==> src/include/pam_pkg.sv <==
// Constants shared by the port alternate-function multiplexer files
package pam_pkg;

   ////////////////////////////////////////////////////////////////////
   // Port widths
   localparam int PORT_W  = 8;
   localparam int PORTJ_W = 4;
   localparam int ANA_W   = 3;

   ////////////////////////////////////////////////////////////////////
   // Pin positions within port A
   localparam int A_TMR0_IO  = 0;
   localparam int A_TMR0_OUT = 1;
   localparam int A_DRV_EN   = 2;
   localparam int A_CTS      = 3;
   localparam int A_RXD      = 4;
   localparam int A_TXD      = 5;
   localparam int A_TMR1_IO  = 6;
   localparam int A_TMR1_OUT = 7;

   ////////////////////////////////////////////////////////////////////
   // Reset and idle values
   localparam logic                 PIN_RST    = 1'h0;
   localparam logic [2:0]           SYNC_RST   = 3'h0;
   localparam logic [ANA_W-1:0]     ANALOG_RST = 3'h0;
   localparam logic                 IDLE_LOW   = 1'h0;
   localparam logic                 IDLE_HIGH  = 1'h1;
   localparam logic                 DRIVE_ON   = 1'h1;
   localparam logic                 DRIVE_OFF  = 1'h0;

endpackage

==> src/include/pam_pad_if.sv <==
// Pad group: raw pin input, filtered input and registered drive
`timescale 1ns/1ps
interface pam_pad_if #(
   parameter int W = 8
) (
   input wire logic clk,
   input wire logic rst
);
   logic [W-1:0] pin_in;
   logic [W-1:0] pin_val;
   logic [W-1:0] next_out;
   logic [W-1:0] next_oe;
   logic [W-1:0] pin_out;
   logic [W-1:0] pin_oe;

   // Input filter side
   modport sync (
      input  clk,
      input  rst,
      input  pin_in,
      output pin_val
   );

   // Output register side
   modport drive (
      input  clk,
      input  rst,
      input  next_out,
      input  next_oe,
      output pin_out,
      output pin_oe
   );
endinterface

==> src/rtl/pam_port_alt_mux.sv <==
// Alternate-function pin multiplexer for ports A, B and J
`timescale 1ns/1ps
module pam_port_alt_mux
   import pam_pkg::*;
(
   input  logic                 CLK,
   input  logic                 RST,
   input  logic [PORT_W-1:0]    ALT_SELECT_LOW_A,
   input  logic [PORT_W-1:0]    ALT_ENABLE_A,
   input  logic [ANA_W-1:0]     ALT_SELECT_LOW_B,
   input  logic [ANA_W-1:0]     ALT_ENABLE_B,
   input  logic [PORTJ_W-1:0]   ALT_ENABLE_J,
   input  logic [PORT_W-1:0]    GPIO_A_OUT,
   input  logic [PORT_W-1:0]    GPIO_A_OE,
   output logic [PORT_W-1:0]    GPIO_A_IN,
   input  logic [PORT_W-1:0]    GPIO_B_OUT,
   input  logic [PORT_W-1:0]    GPIO_B_OE,
   output logic [PORT_W-1:0]    GPIO_B_IN,
   input  logic [PORTJ_W-1:0]   GPIO_J_OUT,
   input  logic [PORTJ_W-1:0]   GPIO_J_OE,
   output logic [PORTJ_W-1:0]   GPIO_J_IN,
   input  logic [PORT_W-1:0]    PA_IN,
   output logic [PORT_W-1:0]    PA_OUT,
   output logic [PORT_W-1:0]    PA_OE,
   input  logic [PORT_W-1:0]    PB_IN,
   output logic [PORT_W-1:0]    PB_OUT,
   output logic [PORT_W-1:0]    PB_OE,
   input  logic [PORTJ_W-1:0]   PJ_IN,
   output logic [PORTJ_W-1:0]   PJ_OUT,
   output logic [PORTJ_W-1:0]   PJ_OE,
   output logic                 TIMER0_INPUT,
   input  logic                 TIMER0_COMPLEMENT,
   input  logic                 TIMER0_COMPLEMENT_OE,
   input  logic                 TIMER0_OUTPUT,
   output logic                 EXTERNAL_CLOCK_INPUT,
   input  logic                 UART0_DRIVER_ENABLE,
   output logic                 SECOND_EXTERNAL_CLOCK_INPUT,
   output logic                 UART0_CLEAR_TO_SEND,
   output logic                 UART0_RECEIVE_DATA,
   input  logic                 UART0_TRANSMIT_DATA,
   input  logic                 SPI0_MASTER_OUT,
   input  logic                 SPI0_MASTER_OUT_OE,
   output logic                 SPI0_MASTER_OUT_IN,
   input  logic                 SPI0_SERIAL_CLOCK,
   input  logic                 SPI0_SERIAL_CLOCK_OE,
   output logic                 SPI0_SERIAL_CLOCK_IN,
   output logic                 TIMER1_INPUT,
   input  logic                 TIMER1_COMPLEMENT,
   input  logic                 TIMER1_COMPLEMENT_OE,
   input  logic                 TIMER1_OUTPUT,
   input  logic                 I2C_SCL_PULL_LOW,
   output logic                 I2C_SCL_IN,
   input  logic                 I2C_SDA_PULL_LOW,
   output logic                 I2C_SDA_IN,
   output logic                 ANALOG_CHANNEL_ZERO,
   output logic                 ANALOG_CHANNEL_ONE,
   output logic                 ANALOG_CHANNEL_TWO,
   input  logic [PORTJ_W-1:0]   LCD_SEGMENT_J
);

   ////////////////////////////////////////////////////////////////////
   // Pad groups, their filters and output registers
   pam_pad_if #(.W(PORT_W))  pad_a (.clk(CLK), .rst(RST));
   pam_pad_if #(.W(PORT_W))  pad_b (.clk(CLK), .rst(RST));
   pam_pad_if #(.W(PORTJ_W)) pad_j (.clk(CLK), .rst(RST));

   pam_pin_sync  #(.W(PORT_W))  u_sync_a  (.pad(pad_a.sync));
   pam_pin_sync  #(.W(PORT_W))  u_sync_b  (.pad(pad_b.sync));
   pam_pin_sync  #(.W(PORTJ_W)) u_sync_j  (.pad(pad_j.sync));
   pam_pin_drive #(.W(PORT_W))  u_drive_a (.pad(pad_a.drive));
   pam_pin_drive #(.W(PORT_W))  u_drive_b (.pad(pad_b.drive));
   pam_pin_drive #(.W(PORTJ_W)) u_drive_j (.pad(pad_j.drive));

   // Raw pins in, registered drive and filtered levels out
   assign pad_a.pin_in = PA_IN;
   assign pad_b.pin_in = PB_IN;
   assign pad_j.pin_in = PJ_IN;
   assign PA_OUT       = pad_a.pin_out;
   assign PA_OE        = pad_a.pin_oe;
   assign PB_OUT       = pad_b.pin_out;
   assign PB_OE        = pad_b.pin_oe;
   assign PJ_OUT       = pad_j.pin_out;
   assign PJ_OE        = pad_j.pin_oe;
   // GPIO readback always sees the pin, even under alternate use
   assign GPIO_A_IN    = pad_a.pin_val;
   assign GPIO_B_IN    = pad_b.pin_val;
   assign GPIO_J_IN    = pad_j.pin_val;

   ////////////////////////////////////////////////////////////////////
   // Port A decode; only the low select exists, one bit per pin
   wire [PORT_W-1:0] a_pri;
   wire [PORT_W-1:0] a_sec;
   wire [PORT_W-1:0] a_val;
   wire [PORT_W-1:0] alt_a_out;
   wire [PORT_W-1:0] alt_a_oe;

   assign a_pri = ALT_ENABLE_A & ~ALT_SELECT_LOW_A;
   assign a_sec = ALT_ENABLE_A &  ALT_SELECT_LOW_A;
   assign a_val = pad_a.pin_val;

   // PA0 drives complement on select 0, is a clock input on 1
   assign alt_a_out[A_TMR0_IO] = TIMER0_COMPLEMENT;
   assign alt_a_oe[A_TMR0_IO]  = ALT_SELECT_LOW_A[A_TMR0_IO] ?
                                 DRIVE_OFF : TIMER0_COMPLEMENT_OE;
   // PA1 reserved choice leaves the pad released
   assign alt_a_out[A_TMR0_OUT] = TIMER0_OUTPUT;
   assign alt_a_oe[A_TMR0_OUT]  = ~ALT_SELECT_LOW_A[A_TMR0_OUT];
   // PA2 driver enable out, or second clock in
   assign alt_a_out[A_DRV_EN] = UART0_DRIVER_ENABLE;
   assign alt_a_oe[A_DRV_EN]  = ~ALT_SELECT_LOW_A[A_DRV_EN];
   // PA3 is input only in both settings
   assign alt_a_out[A_CTS] = PIN_RST;
   assign alt_a_oe[A_CTS]  = DRIVE_OFF;
   // PA4 receive data is input; MOSI direction is the SPI's
   assign alt_a_out[A_RXD] = SPI0_MASTER_OUT;
   assign alt_a_oe[A_RXD]  = ALT_SELECT_LOW_A[A_RXD] ?
                             SPI0_MASTER_OUT_OE : DRIVE_OFF;
   // PA5 transmit data, or SPI clock in either direction
   assign alt_a_out[A_TXD] = ALT_SELECT_LOW_A[A_TXD] ?
                             SPI0_SERIAL_CLOCK : UART0_TRANSMIT_DATA;
   assign alt_a_oe[A_TXD]  = ALT_SELECT_LOW_A[A_TXD] ?
                             SPI0_SERIAL_CLOCK_OE : DRIVE_ON;
   // PA6/PA7 I2C lines are open drain: only ever pull low
   assign alt_a_out[A_TMR1_IO] = ALT_SELECT_LOW_A[A_TMR1_IO] ?
                                 IDLE_LOW : TIMER1_COMPLEMENT;
   assign alt_a_oe[A_TMR1_IO]  = ALT_SELECT_LOW_A[A_TMR1_IO] ?
                                 I2C_SCL_PULL_LOW :
                                 TIMER1_COMPLEMENT_OE;
   assign alt_a_out[A_TMR1_OUT] = ALT_SELECT_LOW_A[A_TMR1_OUT] ?
                                  IDLE_LOW : TIMER1_OUTPUT;
   assign alt_a_oe[A_TMR1_OUT]  = ALT_SELECT_LOW_A[A_TMR1_OUT] ?
                                  I2C_SDA_PULL_LOW : DRIVE_ON;

   // Enable decides alternate versus GPIO drive per pin
   assign pad_a.next_out = (ALT_ENABLE_A & alt_a_out) |
                           (~ALT_ENABLE_A & GPIO_A_OUT);
   assign pad_a.next_oe  = (ALT_ENABLE_A & alt_a_oe) |
                           (~ALT_ENABLE_A & GPIO_A_OE);

   ////////////////////////////////////////////////////////////////////
   // Port A peripheral inputs; idle levels keep unselected ones quiet
   wire next_timer0_input;
   wire next_ext_clock;
   wire next_ext_clock2;
   wire next_cts;
   wire next_rxd;
   wire next_mosi_in;
   wire next_sck_in;
   wire next_timer1_input;
   wire next_scl_in;
   wire next_sda_in;

   assign next_timer0_input = a_pri[A_TMR0_IO] ?
                              a_val[A_TMR0_IO] : IDLE_LOW;
   assign next_ext_clock    = a_sec[A_TMR0_IO] ?
                              a_val[A_TMR0_IO] : IDLE_LOW;
   assign next_ext_clock2   = a_sec[A_DRV_EN] ?
                              a_val[A_DRV_EN] : IDLE_LOW;
   assign next_cts          = a_pri[A_CTS] ?
                              a_val[A_CTS] : IDLE_HIGH;
   assign next_rxd          = a_pri[A_RXD] ?
                              a_val[A_RXD] : IDLE_HIGH;
   assign next_mosi_in      = a_sec[A_RXD] ?
                              a_val[A_RXD] : IDLE_LOW;
   assign next_sck_in       = a_sec[A_TXD] ?
                              a_val[A_TXD] : IDLE_LOW;
   assign next_timer1_input = a_pri[A_TMR1_IO] ?
                              a_val[A_TMR1_IO] : IDLE_LOW;
   assign next_scl_in       = a_sec[A_TMR1_IO] ?
                              a_val[A_TMR1_IO] : IDLE_HIGH;
   assign next_sda_in       = a_sec[A_TMR1_OUT] ?
                              a_val[A_TMR1_OUT] : IDLE_HIGH;

   // Register peripheral inputs so they change on one edge only
   always_ff @(posedge CLK or posedge RST) begin
      if (RST) begin
         TIMER0_INPUT                <= IDLE_LOW;
         EXTERNAL_CLOCK_INPUT        <= IDLE_LOW;
         SECOND_EXTERNAL_CLOCK_INPUT <= IDLE_LOW;
         UART0_CLEAR_TO_SEND         <= IDLE_HIGH;
         UART0_RECEIVE_DATA          <= IDLE_HIGH;
         SPI0_MASTER_OUT_IN          <= IDLE_LOW;
         SPI0_SERIAL_CLOCK_IN        <= IDLE_LOW;
         TIMER1_INPUT                <= IDLE_LOW;
         I2C_SCL_IN                  <= IDLE_HIGH;
         I2C_SDA_IN                  <= IDLE_HIGH;
      end else begin
         TIMER0_INPUT                <= next_timer0_input;
         EXTERNAL_CLOCK_INPUT        <= next_ext_clock;
         SECOND_EXTERNAL_CLOCK_INPUT <= next_ext_clock2;
         UART0_CLEAR_TO_SEND         <= next_cts;
         UART0_RECEIVE_DATA          <= next_rxd;
         SPI0_MASTER_OUT_IN          <= next_mosi_in;
         SPI0_SERIAL_CLOCK_IN        <= next_sck_in;
         TIMER1_INPUT                <= next_timer1_input;
         I2C_SCL_IN                  <= next_scl_in;
         I2C_SDA_IN                  <= next_sda_in;
      end
   end

   ////////////////////////////////////////////////////////////////////
   // Port B: analog pins release the pad; upper pins stay GPIO
   wire [ANA_W-1:0] next_analog;

   assign next_analog = ALT_ENABLE_B & ALT_SELECT_LOW_B;
   // Analog use and the reserved choice both need the driver off
   assign pad_b.next_out = {GPIO_B_OUT[PORT_W-1:ANA_W],
                            ~ALT_ENABLE_B & GPIO_B_OUT[ANA_W-1:0]};
   assign pad_b.next_oe  = {GPIO_B_OE[PORT_W-1:ANA_W],
                            ~ALT_ENABLE_B & GPIO_B_OE[ANA_W-1:0]};

   // Analog switch enables are registered to match pad timing
   always_ff @(posedge CLK or posedge RST) begin
      if (RST) begin
         {ANALOG_CHANNEL_TWO, ANALOG_CHANNEL_ONE,
          ANALOG_CHANNEL_ZERO} <= ANALOG_RST;
      end else begin
         {ANALOG_CHANNEL_TWO, ANALOG_CHANNEL_ONE,
          ANALOG_CHANNEL_ZERO} <= next_analog;
      end
   end

   ////////////////////////////////////////////////////////////////////
   // Port J: single function, so no select at all
   assign pad_j.next_out = (ALT_ENABLE_J & LCD_SEGMENT_J) |
                           (~ALT_ENABLE_J & GPIO_J_OUT);
   assign pad_j.next_oe  = ALT_ENABLE_J | GPIO_J_OE;

   ////////////////////////////////////////////////////////////////////
   // Checks on the registered pin and peripheral behaviour
   // Held through the first edge after release: registers still show
   // reset values there, so a check begun on that edge would misfire
   logic rst_seen;

   always_ff @(posedge CLK or posedge RST) begin
      if (RST) begin
         rst_seen <= 1'h1;
      end else begin
         rst_seen <= 1'h0;
      end
   end
endmodule

==> src/rtl/pam_pin_sync.sv <==
// Three-stage input synchroniser with agreement filter, one per pin
`timescale 1ns/1ps
module pam_pin_sync
   import pam_pkg::*;
#(
   parameter int W = 8
) (
   pam_pad_if.sync pad
);

   ////////////////////////////////////////////////////////////////////
   // Per-pin chain; first stage feeds only the second
   for (genvar i = 0; i < W; i++) begin : g_bit
      logic [2:0] stage;
      logic       val;

      // Shift the raw pin level in
      always_ff @(posedge pad.clk or posedge pad.rst) begin
         if (pad.rst) begin
            stage <= SYNC_RST;
         end else begin
            stage <= {stage[1:0], pad.pin_in[i]};
         end
      end

      // Accept a level only when stages two and three agree
      always_ff @(posedge pad.clk or posedge pad.rst) begin
         if (pad.rst) begin
            val <= PIN_RST;
         end else if (stage[1] == stage[2]) begin
            val <= stage[2];
         end
      end

      assign pad.pin_val[i] = val;
   end

endmodule

==> src/rtl/pam_pin_drive.sv <==
// Output register stage for pin level and output enable
`timescale 1ns/1ps
module pam_pin_drive
   import pam_pkg::*;
#(
   parameter int W = 8
) (
   pam_pad_if.drive pad
);

   ////////////////////////////////////////////////////////////////////
   // Register drive so pads never see mux glitches
   always_ff @(posedge pad.clk or posedge pad.rst) begin
      if (pad.rst) begin
         pad.pin_out <= {W{PIN_RST}};
         pad.pin_oe  <= {W{DRIVE_OFF}};
      end else begin
         pad.pin_out <= pad.next_out;
         pad.pin_oe  <= pad.next_oe;
      end
   end

endmodule

==> config.mk <==
export PLATFORM = sky130hd
export DESIGN_NAME = pam_port_alt_mux
export DESIGN_NICKNAME = d
export VERILOG_FILES = /design/src/include/pam_pkg.sv /design/src/include/pam_pad_if.sv /design/src/rtl/pam_port_alt_mux.sv /design/src/rtl/pam_pin_sync.sv /design/src/rtl/pam_pin_drive.sv
export SDC_FILE = /design/constraint.sdc
export NUM_CORES = 1
export LEC_CHECK = 0
export ABC_CLOCK_PERIOD_IN_PS = 5730
export BUFFER_PORTS_ARGS = -buffer_cell sky130_fd_sc_hd__buf_2
export CAP_MARGIN = 20
export CORE_MARGIN = 8
export CORE_UTILIZATION = 48
export CTS_BUF_LIST = sky130_fd_sc_hd__clkbuf_4
export DETAILED_ROUTE_END_ITERATION = 8
export PLACE_DENSITY_LB_ADDON = 0.3
export RECOVER_POWER = 100
export SKIP_LAST_GASP = 1
export SYNTH_ARGS = -nofsm -noshare
export SYNTH_HDL_FRONTEND = slang
export SYNTH_SLANG_ARGS = --single-unit
==> constraint.sdc <==
create_clock -name CLK -period 5.73 [get_ports CLK]
set_input_delay 0.8595 -clock CLK [delete_from_list [all_inputs] [get_ports CLK]]
set_output_delay 0.8595 -clock CLK [all_outputs]
set_load 0.005 [all_outputs]
==> impl_metrics.json, run 1 <==
{
  "first_pass_iters": 4,
  "dieWidth_um": 108,
  "sw_frac_of_total": 0.213,
  "path_cells": "buf_2 -> clkinvlp_2 -> buf_4",
  "grt_pass1_vias": 2611,
  "finalWorstPathRequiredPeriod_ns": 2.87,
  "crit_fanout": 69,
  "dieArea_sq_um": 11700,
  "clock-sinks": 133,
  "gp_congestion": 0.727,
  "async_flop_share": 1.00,
  "comb_power_share": 0.065,
  "die_h_um": 108,
  "synth_area_leader_cell": "dfrtp_1",
  "end_kind": "async pin",
  "p_clk_frac": 0.401,
  "crit_path_top_delay_cell": "clkinvlp_2",
  "drt-initial-drc-count": 55,
  "viasPerCell": 4.47,
  "clk_latency_ns": 0.49,
  "synth.most_common_cell": "dfrtp_1",
  "syn-instance-count": 237,
  "tightestPinTransition_ns": 2.66,
  "dpl-instance-area_sq_um": 4970,
  "slew_headroom": -0.784,
  "hold_buffers": 0,
  "crit_buf_inv": 3,
  "post-place-ws_ns": 3.47,
  "synth_nets": 343,
  "finalSetupViolCount": 0,
  "cts_setup_buffers": 0,
  "clk_pin_slew_ns": 0.13,
  "yosys-top-cells-area": "dfrtp_1 79%, maj3_1 4.9%, buf_4 3.7%",
  "rsz0062_at_grt": "no",
  "peakVddDrop_mv": 0.189,
  "p_seq_frac": 0.534,
  "drc_errors": 0,
  "cts-root-buf": "clkbuf_4",
  "status": "complete, but fails checks",
  "n_fill_cell": 700,
  "max_stage_delay_ns": 1.49,
  "hold_ws_ns": 0.337,
  "violations": "capacitance limit, slew limit",
  "crit_type": "in2async",
  "path_delay_family": "buffers and inverters",
  "row_count": 33,
  "drv_cap": 1,
  "yosysSeqAreaShare": 0.815,
  "hold_class": "reg2reg",
  "num_vias": 2383,
  "synth_top_area_share": 0.789,
  "avgSynthCellArea_sq_um": 17.3,
  "final_area_sq_um": 5260,
  "skew_ns": 0.0202,
  "cts_tree": "built",
  "cp.required_ns": 6.25,
  "grt_overflow": 0,
  "wl_um": 8130,
  "r2r_setup_slack_ns": 4.82,
  "multi_input_area_sq_um": 581,
  "p_leak_nw": 2.51,
  "cts_made_buffers": 17,
  "track_usage": 0.142,
  "min_period_over_period": 0.501,
  "core-area_sq_um": 8260,
  "synth_area_sq_um": 4090,
  "ys_types": 20,
  "synth_seq_cells": 133,
  "tns_ns": 0,
  "fin_ws_ns": 2.86,
  "wl_per_cell_um": 15.2,
  "yosysWarnings": 0,
  "drive_gt1_frac": 0.371,
  "p_int_mw": 1.50,
  "synthToLayoutAreaGrowth_pct": 28.5,
  "h-tree-depth": 4,
  "synth_edf_count": 0,
  "clk_path_buf_depth": 2,
  "max_freq_mhz": 348,
  "antenna_found_initial": 0,
  "ant_nets": 0,
  "ys.flop_type": "dfrtp_1",
  "netSwitchingPower_mw": 0.406,
  "ff_latch_area_sq_um": 3330,
  "critPathLaunchType": "input port",
  "slew_violations": 66,
  "critical_path_arrival_ns": 3.39,
  "power_mw": 1.91,
  "final_nets": 521,
  "ioPinCount": 179,
  "grt_max_degree": 70,
  "initial_core_util": 0.495,
  "synth_common_cells": "129 x dfrtp_1, 20 x buf_4, 20 x maj3_1",
  "n_antenna_cell": 0,
  "p_per_area_nw_per_um2": 363,
  "hold_violations": 0,
  "io_buffer_count": 178,
  "dp.final_hpwl_um": 6190,
  "ctsResizeCount": 0,
  "grt_pass1_wl_um": 12700
}
logic make-up (layout without fill, tap and decap cells):
logic type      after synthesis  in the layout  share of synthesized area
fa+ha+maj                    20             20                     0.0489
simple gates                 37             37                     0.0492
buf+inv                      27            218                     0.0431
compound gates                8              8                     0.0119
flops                       133            133                      0.815
mux                          12             12                     0.0318
metrics by stage:
| step | utilization | cells |
|---|---|---|
| floorplan | - | 237 |
| global placement | 0.602 | 501 |
| detailed placement | 0.602 | 501 |
| CTS | 0.647 | 533 |
| global route | 0.637 | 533 |
| finish | 0.637 | 533 |
final timing paths:
path                                            startpoint                         end  depth (start not counted)
worst max-delay path                                   RST  u_sync_b.g_bit[4].stage[2]                          3
worst min-delay path            u_sync_b.g_bit[7].stage[0]  u_sync_b.g_bit[7].stage[1]                          0
worst max register to register       u_sync_a.g_bit[4].val       u_sync_a.g_bit[4].val                          1
worst min register to register  u_sync_b.g_bit[7].stage[0]  u_sync_b.g_bit[7].stage[1]                          0
max in group CLK                                I2C_SCL_IN                  I2C_SCL_IN                          1
min in group asynchronous                              RST       u_sync_b.g_bit[0].val                          2
power by group through the flow:
stage	sequential [mW]	combinational, mW	clock (mW)
after global routing	1.03	0.141	0.827
final	1.02	0.124	0.766
after detailed placement	1.04	0.137	0
after floorplan	1.04	0.0645	0
after global placement	1.04	0.133	0
after CTS	1.02	0.138	0.789
area by class of cell:
cell class | count | area share
Inverter | 7 | 0.00524
Timing Repair Buffer | 179 | 0.155
Tap cell | 105 | 0.0250
Sequential cell | 133 | 0.634
Clock buffer | 19 | 0.0271
Clock inverter | 13 | 0.0436
Multi-Input combinational cell | 77 | 0.110
per-layer routing:
metal / vias up / global-route usage / wire length (um)
li1: 1117 / - / -
met1: 1133 / 0.160 / 3100
met2: 125 / 0.218 / 3860
met3: 8 / 0.0779 / 1070
met4: 0 / 0.0645 / 95
met5: - / 0 / 0
flip-flops by register name, indices dropped and copies added, names as in the netlist, 8 cells and up:
signal,flops
u_sync_j.g_bit.stage,12
u_drive_a.pad.pin_oe,8
u_drive_b.pad.pin_out,8
u_drive_b.pad.pin_oe,8
u_drive_a.pad.pin_out,8
u_sync_b.g_bit.stage,24
u_sync_a.g_bit.val,8
u_sync_a.g_bit.stage,24
u_sync_b.g_bit.val,8
cell usage in the layout, fill, tap and decap left out, types with 3 or more instances in the layout:
cell type and instances:
clkbuf_1 67, o21ai_0 3, dfrtp_1 129, nand3b_1 3, mux2_2 8, inv_1 6
and3_1 4, nor2b_1 8, buf_2 110, bufinv_16 6, nand2_1 7, maj3_1 20
clkinv_4 3, clkbuf_4 19, dfstp_2 4, nor2_1 6, mux2i_1 4, or2_2 4
Power figures use the tool's default switching activity.
==> run 2, diff against run 1 <==
--- a/config.mk
+++ b/config.mk
@@ -5,7 +5,7 @@
 export SDC_FILE = /design/constraint.sdc
 export NUM_CORES = 1
 export LEC_CHECK = 0
-export ABC_CLOCK_PERIOD_IN_PS = 5730
+export ABC_CLOCK_PERIOD_IN_PS = 2800
 export BUFFER_PORTS_ARGS = -buffer_cell sky130_fd_sc_hd__buf_2
 export CAP_MARGIN = 20
 export CORE_MARGIN = 8
==> constraint.sdc (replaced) <==
create_clock -name CLK -period 2.8 [get_ports CLK]
set_input_delay 0.42 -clock CLK [delete_from_list [all_inputs] [get_ports CLK]]
set_output_delay 0.42 -clock CLK [all_outputs]
set_load 0.005 [all_outputs]
==> impl_metrics.json, run 2 (synthesis results as in run 1) <==
{
  "dieWidth_um": 108,
  "core-area_sq_um": 8260,
  "clk_pin_slew_ns": 0.10,
  "n_antenna_cell": 0,
  "p_leak_nw": 2.52,
  "cts_made_buffers": 17,
  "ctsResizeCount": 0,
  "cts-root-buf": "clkbuf_4",
  "die_h_um": 108,
  "p_int_mw": 2.71,
  "layout_common_cells": "129 x dfrtp_1, 106 x buf_2, 72 x clkbuf_1",
  "grt_pass1_wl_um": 13000,
  "row_count": 33,
  "wl_per_cell_um": 15.4,
  "critPathLaunchType": "input port",
  "drc_errors": 0,
  "viasPerCell": 4.45,
  "multi_input_area_sq_um": 581,
  "p_seq_frac": 0.596,
  "io_buffer_count": 178,
  "tns_ns": 0,
  "clk_path_buf_depth": 2,
  "cp.required_ns": 3.23,
  "wl_um": 8470,
  "initial_core_util": 0.495,
  "dpl-instance-area_sq_um": 5010,
  "cts_tree": "built",
  "ant_nets": 0,
  "first_pass_iters": 4,
  "ff_latch_area_sq_um": 3330,
  "end_kind": "async pin",
  "n_fill_cell": 669,
  "h-tree-depth": 4,
  "cts_setup_buffers": 0,
  "max_freq_mhz": 560,
  "comb_power_share": 0.079,
  "p_clk_frac": 0.325,
  "drive_gt1_frac": 0.344,
  "fin_cells": 550,
  "critical_path_arrival_ns": 2.22,
  "grt_pass1_vias": 2734,
  "peakVddDrop_mv": 0.378,
  "p_per_area_nw_per_um2": 657,
  "antenna_found_initial": 0,
  "gp_congestion": 0.725,
  "ioPinCount": 179,
  "finalWorstPathRequiredPeriod_ns": 1.79,
  "dp.cells": 502,
  "clk_latency_ns": 0.46,
  "grt_overflow": 0,
  "top_regs": "u_sync_a.g_bit.stage: 24 flops, u_sync_b.g_bit.stage: 24 flops, u_sync_j.g_bit.stage: 12 flops",
  "drv_cap": 0,
  "crit_type": "in2async",
  "grt_max_degree": 60,
  "sw_frac_of_total": 0.226,
  "num_vias": 2445,
  "min_period_over_period": 0.638,
  "final_area_sq_um": 5330,
  "hold_buffers": 0,
  "clock-sinks": 133,
  "crit_fanout": 47,
  "slew_violations": 0,
  "rsz0062_at_grt": "no",
  "layout_commonest_cell": "dfrtp_1",
  "track_usage": 0.144,
  "final_nets": 540,
  "tightestPinTransition_ns": 1.24,
  "dp.final_hpwl_um": 6380,
  "drt-initial-drc-count": 59,
  "finalSetupViolCount": 0,
  "status": "finished clean",
  "hold_violations": 0,
  "skew_ns": 0.0103,
  "slew_headroom": 0.169,
  "hold_class": "in2reg",
  "dieArea_sq_um": 11700,
  "synthToLayoutAreaGrowth_pct": 30.4,
  "netSwitchingPower_mw": 0.791
}
-- run 2: area by class of cell --
type | count | area share
Clock buffer | 19 | 0.0267
Clock inverter | 11 | 0.0211
Inverter | 7 | 0.00516
Multi-Input combinational cell | 77 | 0.109
Sequential cell | 133 | 0.625
Tap cell | 105 | 0.0246
Timing Repair Buffer | 198 | 0.189
-- run 2: critical path, stage by stage --
cell	delay [ns]
buf_2	0.10
clkinvlp_2	0.73
clkbuf_2	0.95
-- run 2: worst paths after layout --
kind	to	start	cells after the start	slack [ns]
worst max register to register	u_sync_a.g_bit[4].val	u_sync_a.g_bit[4].val	1	1.88
worst min register to register	u_sync_b.g_bit[2].stage[1]	u_sync_b.g_bit[2].stage[0]	0	0.35
worst min-delay path	u_sync_a.g_bit[6].stage[0]	PA_IN[6]	1	0.06
max in group CLK	I2C_SDA_IN	I2C_SDA_IN	1	1.28
min in group asynchronous	u_drive_a.pad.pin_out[7]	RST	2	0.21
worst max-delay path	u_sync_a.g_bit[0].val	RST	3	1.01
-- run 2: power groups by stage --
stage	clock, mW	combinational [mW]	sequential (mW)
final	1.14	0.278	2.09
after global routing	1.27	0.314	2.10
after CTS	1.19	0.290	2.09
after detailed placement	0	0.289	2.13
after global placement	0	0.279	2.12
after floorplan	0	0.132	2.12
-- run 2: through the flow --
stage	power (mW)	hold WS [ns]	setup slack [ns]	util
6_report	3.51	0.0631	1.01	0.646
5_1_grt	3.69	0.00123	0.686	0.646
4_1_cts	3.57	0.000205	1.23	0.637
3_5_place_dp	2.41	0.335	1.48	0.606
3_3_place_gp	2.40	0.332	1.53	0.606
2_1_floorplan	2.25	0.331	0.732	-
-- run 2: layer usage --
metal  global-route usage  up-vias  wire [um]
li1                     -     1149          -
met1                0.152     1171       3220
met2                0.230      119       4120
met3               0.0904        6       1070
met4               0.0557        0         60
met5                    0        -          0
==> run 3, diff against run 2 <==
--- a/config.mk
+++ b/config.mk
@@ -5,11 +5,11 @@
 export SDC_FILE = /design/constraint.sdc
 export NUM_CORES = 1
 export LEC_CHECK = 0
-export ABC_CLOCK_PERIOD_IN_PS = 2800
+export ABC_CLOCK_PERIOD_IN_PS = 1600
 export BUFFER_PORTS_ARGS = -buffer_cell sky130_fd_sc_hd__buf_2
 export CAP_MARGIN = 20
 export CORE_MARGIN = 8
-export CORE_UTILIZATION = 48
+export CORE_UTILIZATION = 44
 export CTS_BUF_LIST = sky130_fd_sc_hd__clkbuf_4
 export DETAILED_ROUTE_END_ITERATION = 8
 export PLACE_DENSITY_LB_ADDON = 0.3
==> constraint.sdc (replaced) <==
create_clock -name CLK -period 1.6 [get_ports CLK]
set_input_delay 0.24 -clock CLK [delete_from_list [all_inputs] [get_ports CLK]]
set_output_delay 0.24 -clock CLK [all_outputs]
set_load 0.005 [all_outputs]
==> impl_metrics.json, run 3 (synthesis results as in run 1) <==
{
  "p_per_area_nw_per_um2": 1140,
  "dp.final_hpwl_um": 6350,
  "ctsResizeCount": 0,
  "antenna_found_initial": 0,
  "p_int_mw": 5.67,
  "first_pass_iters": 4,
  "rsz0062_at_grt": "no",
  "io_buffer_count": 178,
  "cp.required_ns": 1.97,
  "dieArea_sq_um": 12600,
  "final_nets": 624,
  "top_regs": "u_sync_a.g_bit.stage: 24 flops, u_sync_b.g_bit.stage: 24 flops, u_sync_j.g_bit.stage: 12 flops",
  "clk_path_buf_depth": 2,
  "cts_tree": "built",
  "max_freq_mhz": 645,
  "p_clk_frac": 0.397,
  "cts_made_buffers": 17,
  "finalSetupViolCount": 0,
  "tightestPinTransition_ns": 0.536,
  "core-area_sq_um": 9110,
  "dieWidth_um": 112,
  "drv_cap": 0,
  "die_h_um": 112,
  "cts-root-buf": "clkbuf_4",
  "finalWorstPathRequiredPeriod_ns": 1.55,
  "grt_pass1_wl_um": 17100,
  "ant_nets": 0,
  "p_leak_nw": 2.92,
  "comb_power_share": 0.095,
  "crit_fanout": 3,
  "min_period_over_period": 0.970,
  "p_seq_frac": 0.508,
  "gp_congestion": 0.739,
  "cts_setup_buffers": 0,
  "drc_errors": 0,
  "final_core_utilization": 0.693,
  "layout_common_cells": "129 x dfrtp_1, 101 x dlygate4sd3_1, 100 x buf_2",
  "hold_violations": 0,
  "grt_max_degree": 68,
  "layout_commonest_cell": "dfrtp_1",
  "wl_um": 10400,
  "num_vias": 2880,
  "crit_type": "in2reg",
  "initial_core_util": 0.449,
  "critical_path_arrival_ns": 1.92,
  "drt-initial-drc-count": 106,
  "clk_pin_slew_ns": 0.11,
  "peakVddDrop_mv": 0.668,
  "ioPinCount": 179,
  "wl_per_cell_um": 16.2,
  "critPathLaunchType": "input port",
  "skew_ns": 0.0117,
  "hold_ws_ns": 0.0644,
  "hold_class": "in2reg",
  "slew_violations": 0,
  "grt_pass1_vias": 3420,
  "grt_overflow": 0,
  "status": "finished clean",
  "drive_gt1_frac": 0.279,
  "row_count": 35,
  "sw_frac_of_total": 0.212,
  "n_antenna_cell": 0,
  "h-tree-depth": 4,
  "clk_latency_ns": 0.48,
  "track_usage": 0.175,
  "netSwitchingPower_mw": 1.52,
  "viasPerCell": 4.49,
  "end_kind": "flop",
  "slew_headroom": 0.643,
  "synthToLayoutAreaGrowth_pct": 54.4,
  "clock-sinks": 133
}
[run 3: cell count changes in the layout (fill, tap and decap cells not counted), moves of 2 or more]
cell / change
clkinvlp_4: -3
clkbuf_1: +5
clkbuf_4: -2
clkinv_2: -2
buf_2: -6
dlygate4sd3_1: +83
bufinv_16: +5
clkinv_4: +2
[run 3: timing repair]
action / CTS / global route
hold endpoints to repair: 201 / 1
setup endpoints to repair: 0 / 0
hold buffers: 100 / 1
[run 3: final cells by class]
cell class                 instances  area [sq um]
clock buffer                      17           128
clock inverter                    14           256
fill                             639          2800
inverter                           7          27.5
multi-input combinational         77           581
sequential                       133          3330
tap                              111           139
timing repair buffer             282          1850
[run 3: metrics by stage]
step,worst slack [ns],power [mW],TNS (ns),area (sq um),std cells
6_report,0.0487,7.19,0,6310,641
5_1_grt,0.0871,7.52,0,6310,641
4_1_cts,0.192,7.30,0,6410,640
3_5_place_dp,0.729,4.22,0,5020,509
3_3_place_gp,0.745,4.20,0,5020,509
2_1_floorplan,-0.288,3.95,-37.14,4090,237
[run 3: path summary, 6_finish.rpt]
check                      slack, ns  cells past startpoint                          to                        from
setup reg to reg                0.36                      3          UART0_RECEIVE_DATA       u_sync_a.g_bit[4].val
hold reg to reg                 0.35                      0  u_sync_b.g_bit[2].stage[1]  u_sync_b.g_bit[2].stage[0]
hold / removal                  0.06                      3    u_drive_a.pad.pin_out[7]               TIMER1_OUTPUT
setup / recovery                0.05                      4    u_drive_a.pad.pin_out[2]             ALT_ENABLE_A[2]
min in group asynchronous       0.24                      3  u_sync_b.g_bit[0].stage[2]                         RST
max in group asynchronous       0.53                      4  u_sync_b.g_bit[1].stage[0]                         RST
[run 3: power by group through the flow]
stage | Clock, mW | Combinational (mW) | Sequential, mW
2_1_floorplan | 0 | 0.232 | 3.71
3_3_place_gp | 0 | 0.493 | 3.70
3_5_place_dp | 0 | 0.505 | 3.72
4_1_cts | 2.94 | 0.708 | 3.65
5_1_grt | 3.08 | 0.752 | 3.68
6_report | 2.85 | 0.682 | 3.66
[run 3: critical path: stages]
cell           delay (ns)
dlygate4sd3_1        0.53
clkbuf_1             0.19
mux2_1               0.37
dlygate4sd3_1        0.59
[run 3: per-layer routing]
layer | share of wire | global-route usage
met1 | 0.37 | 0.180
met2 | 0.53 | 0.306
met3 | 0.082 | 0.0757
met4 | 0.017 | 0.0764
met5 | 0 | 0
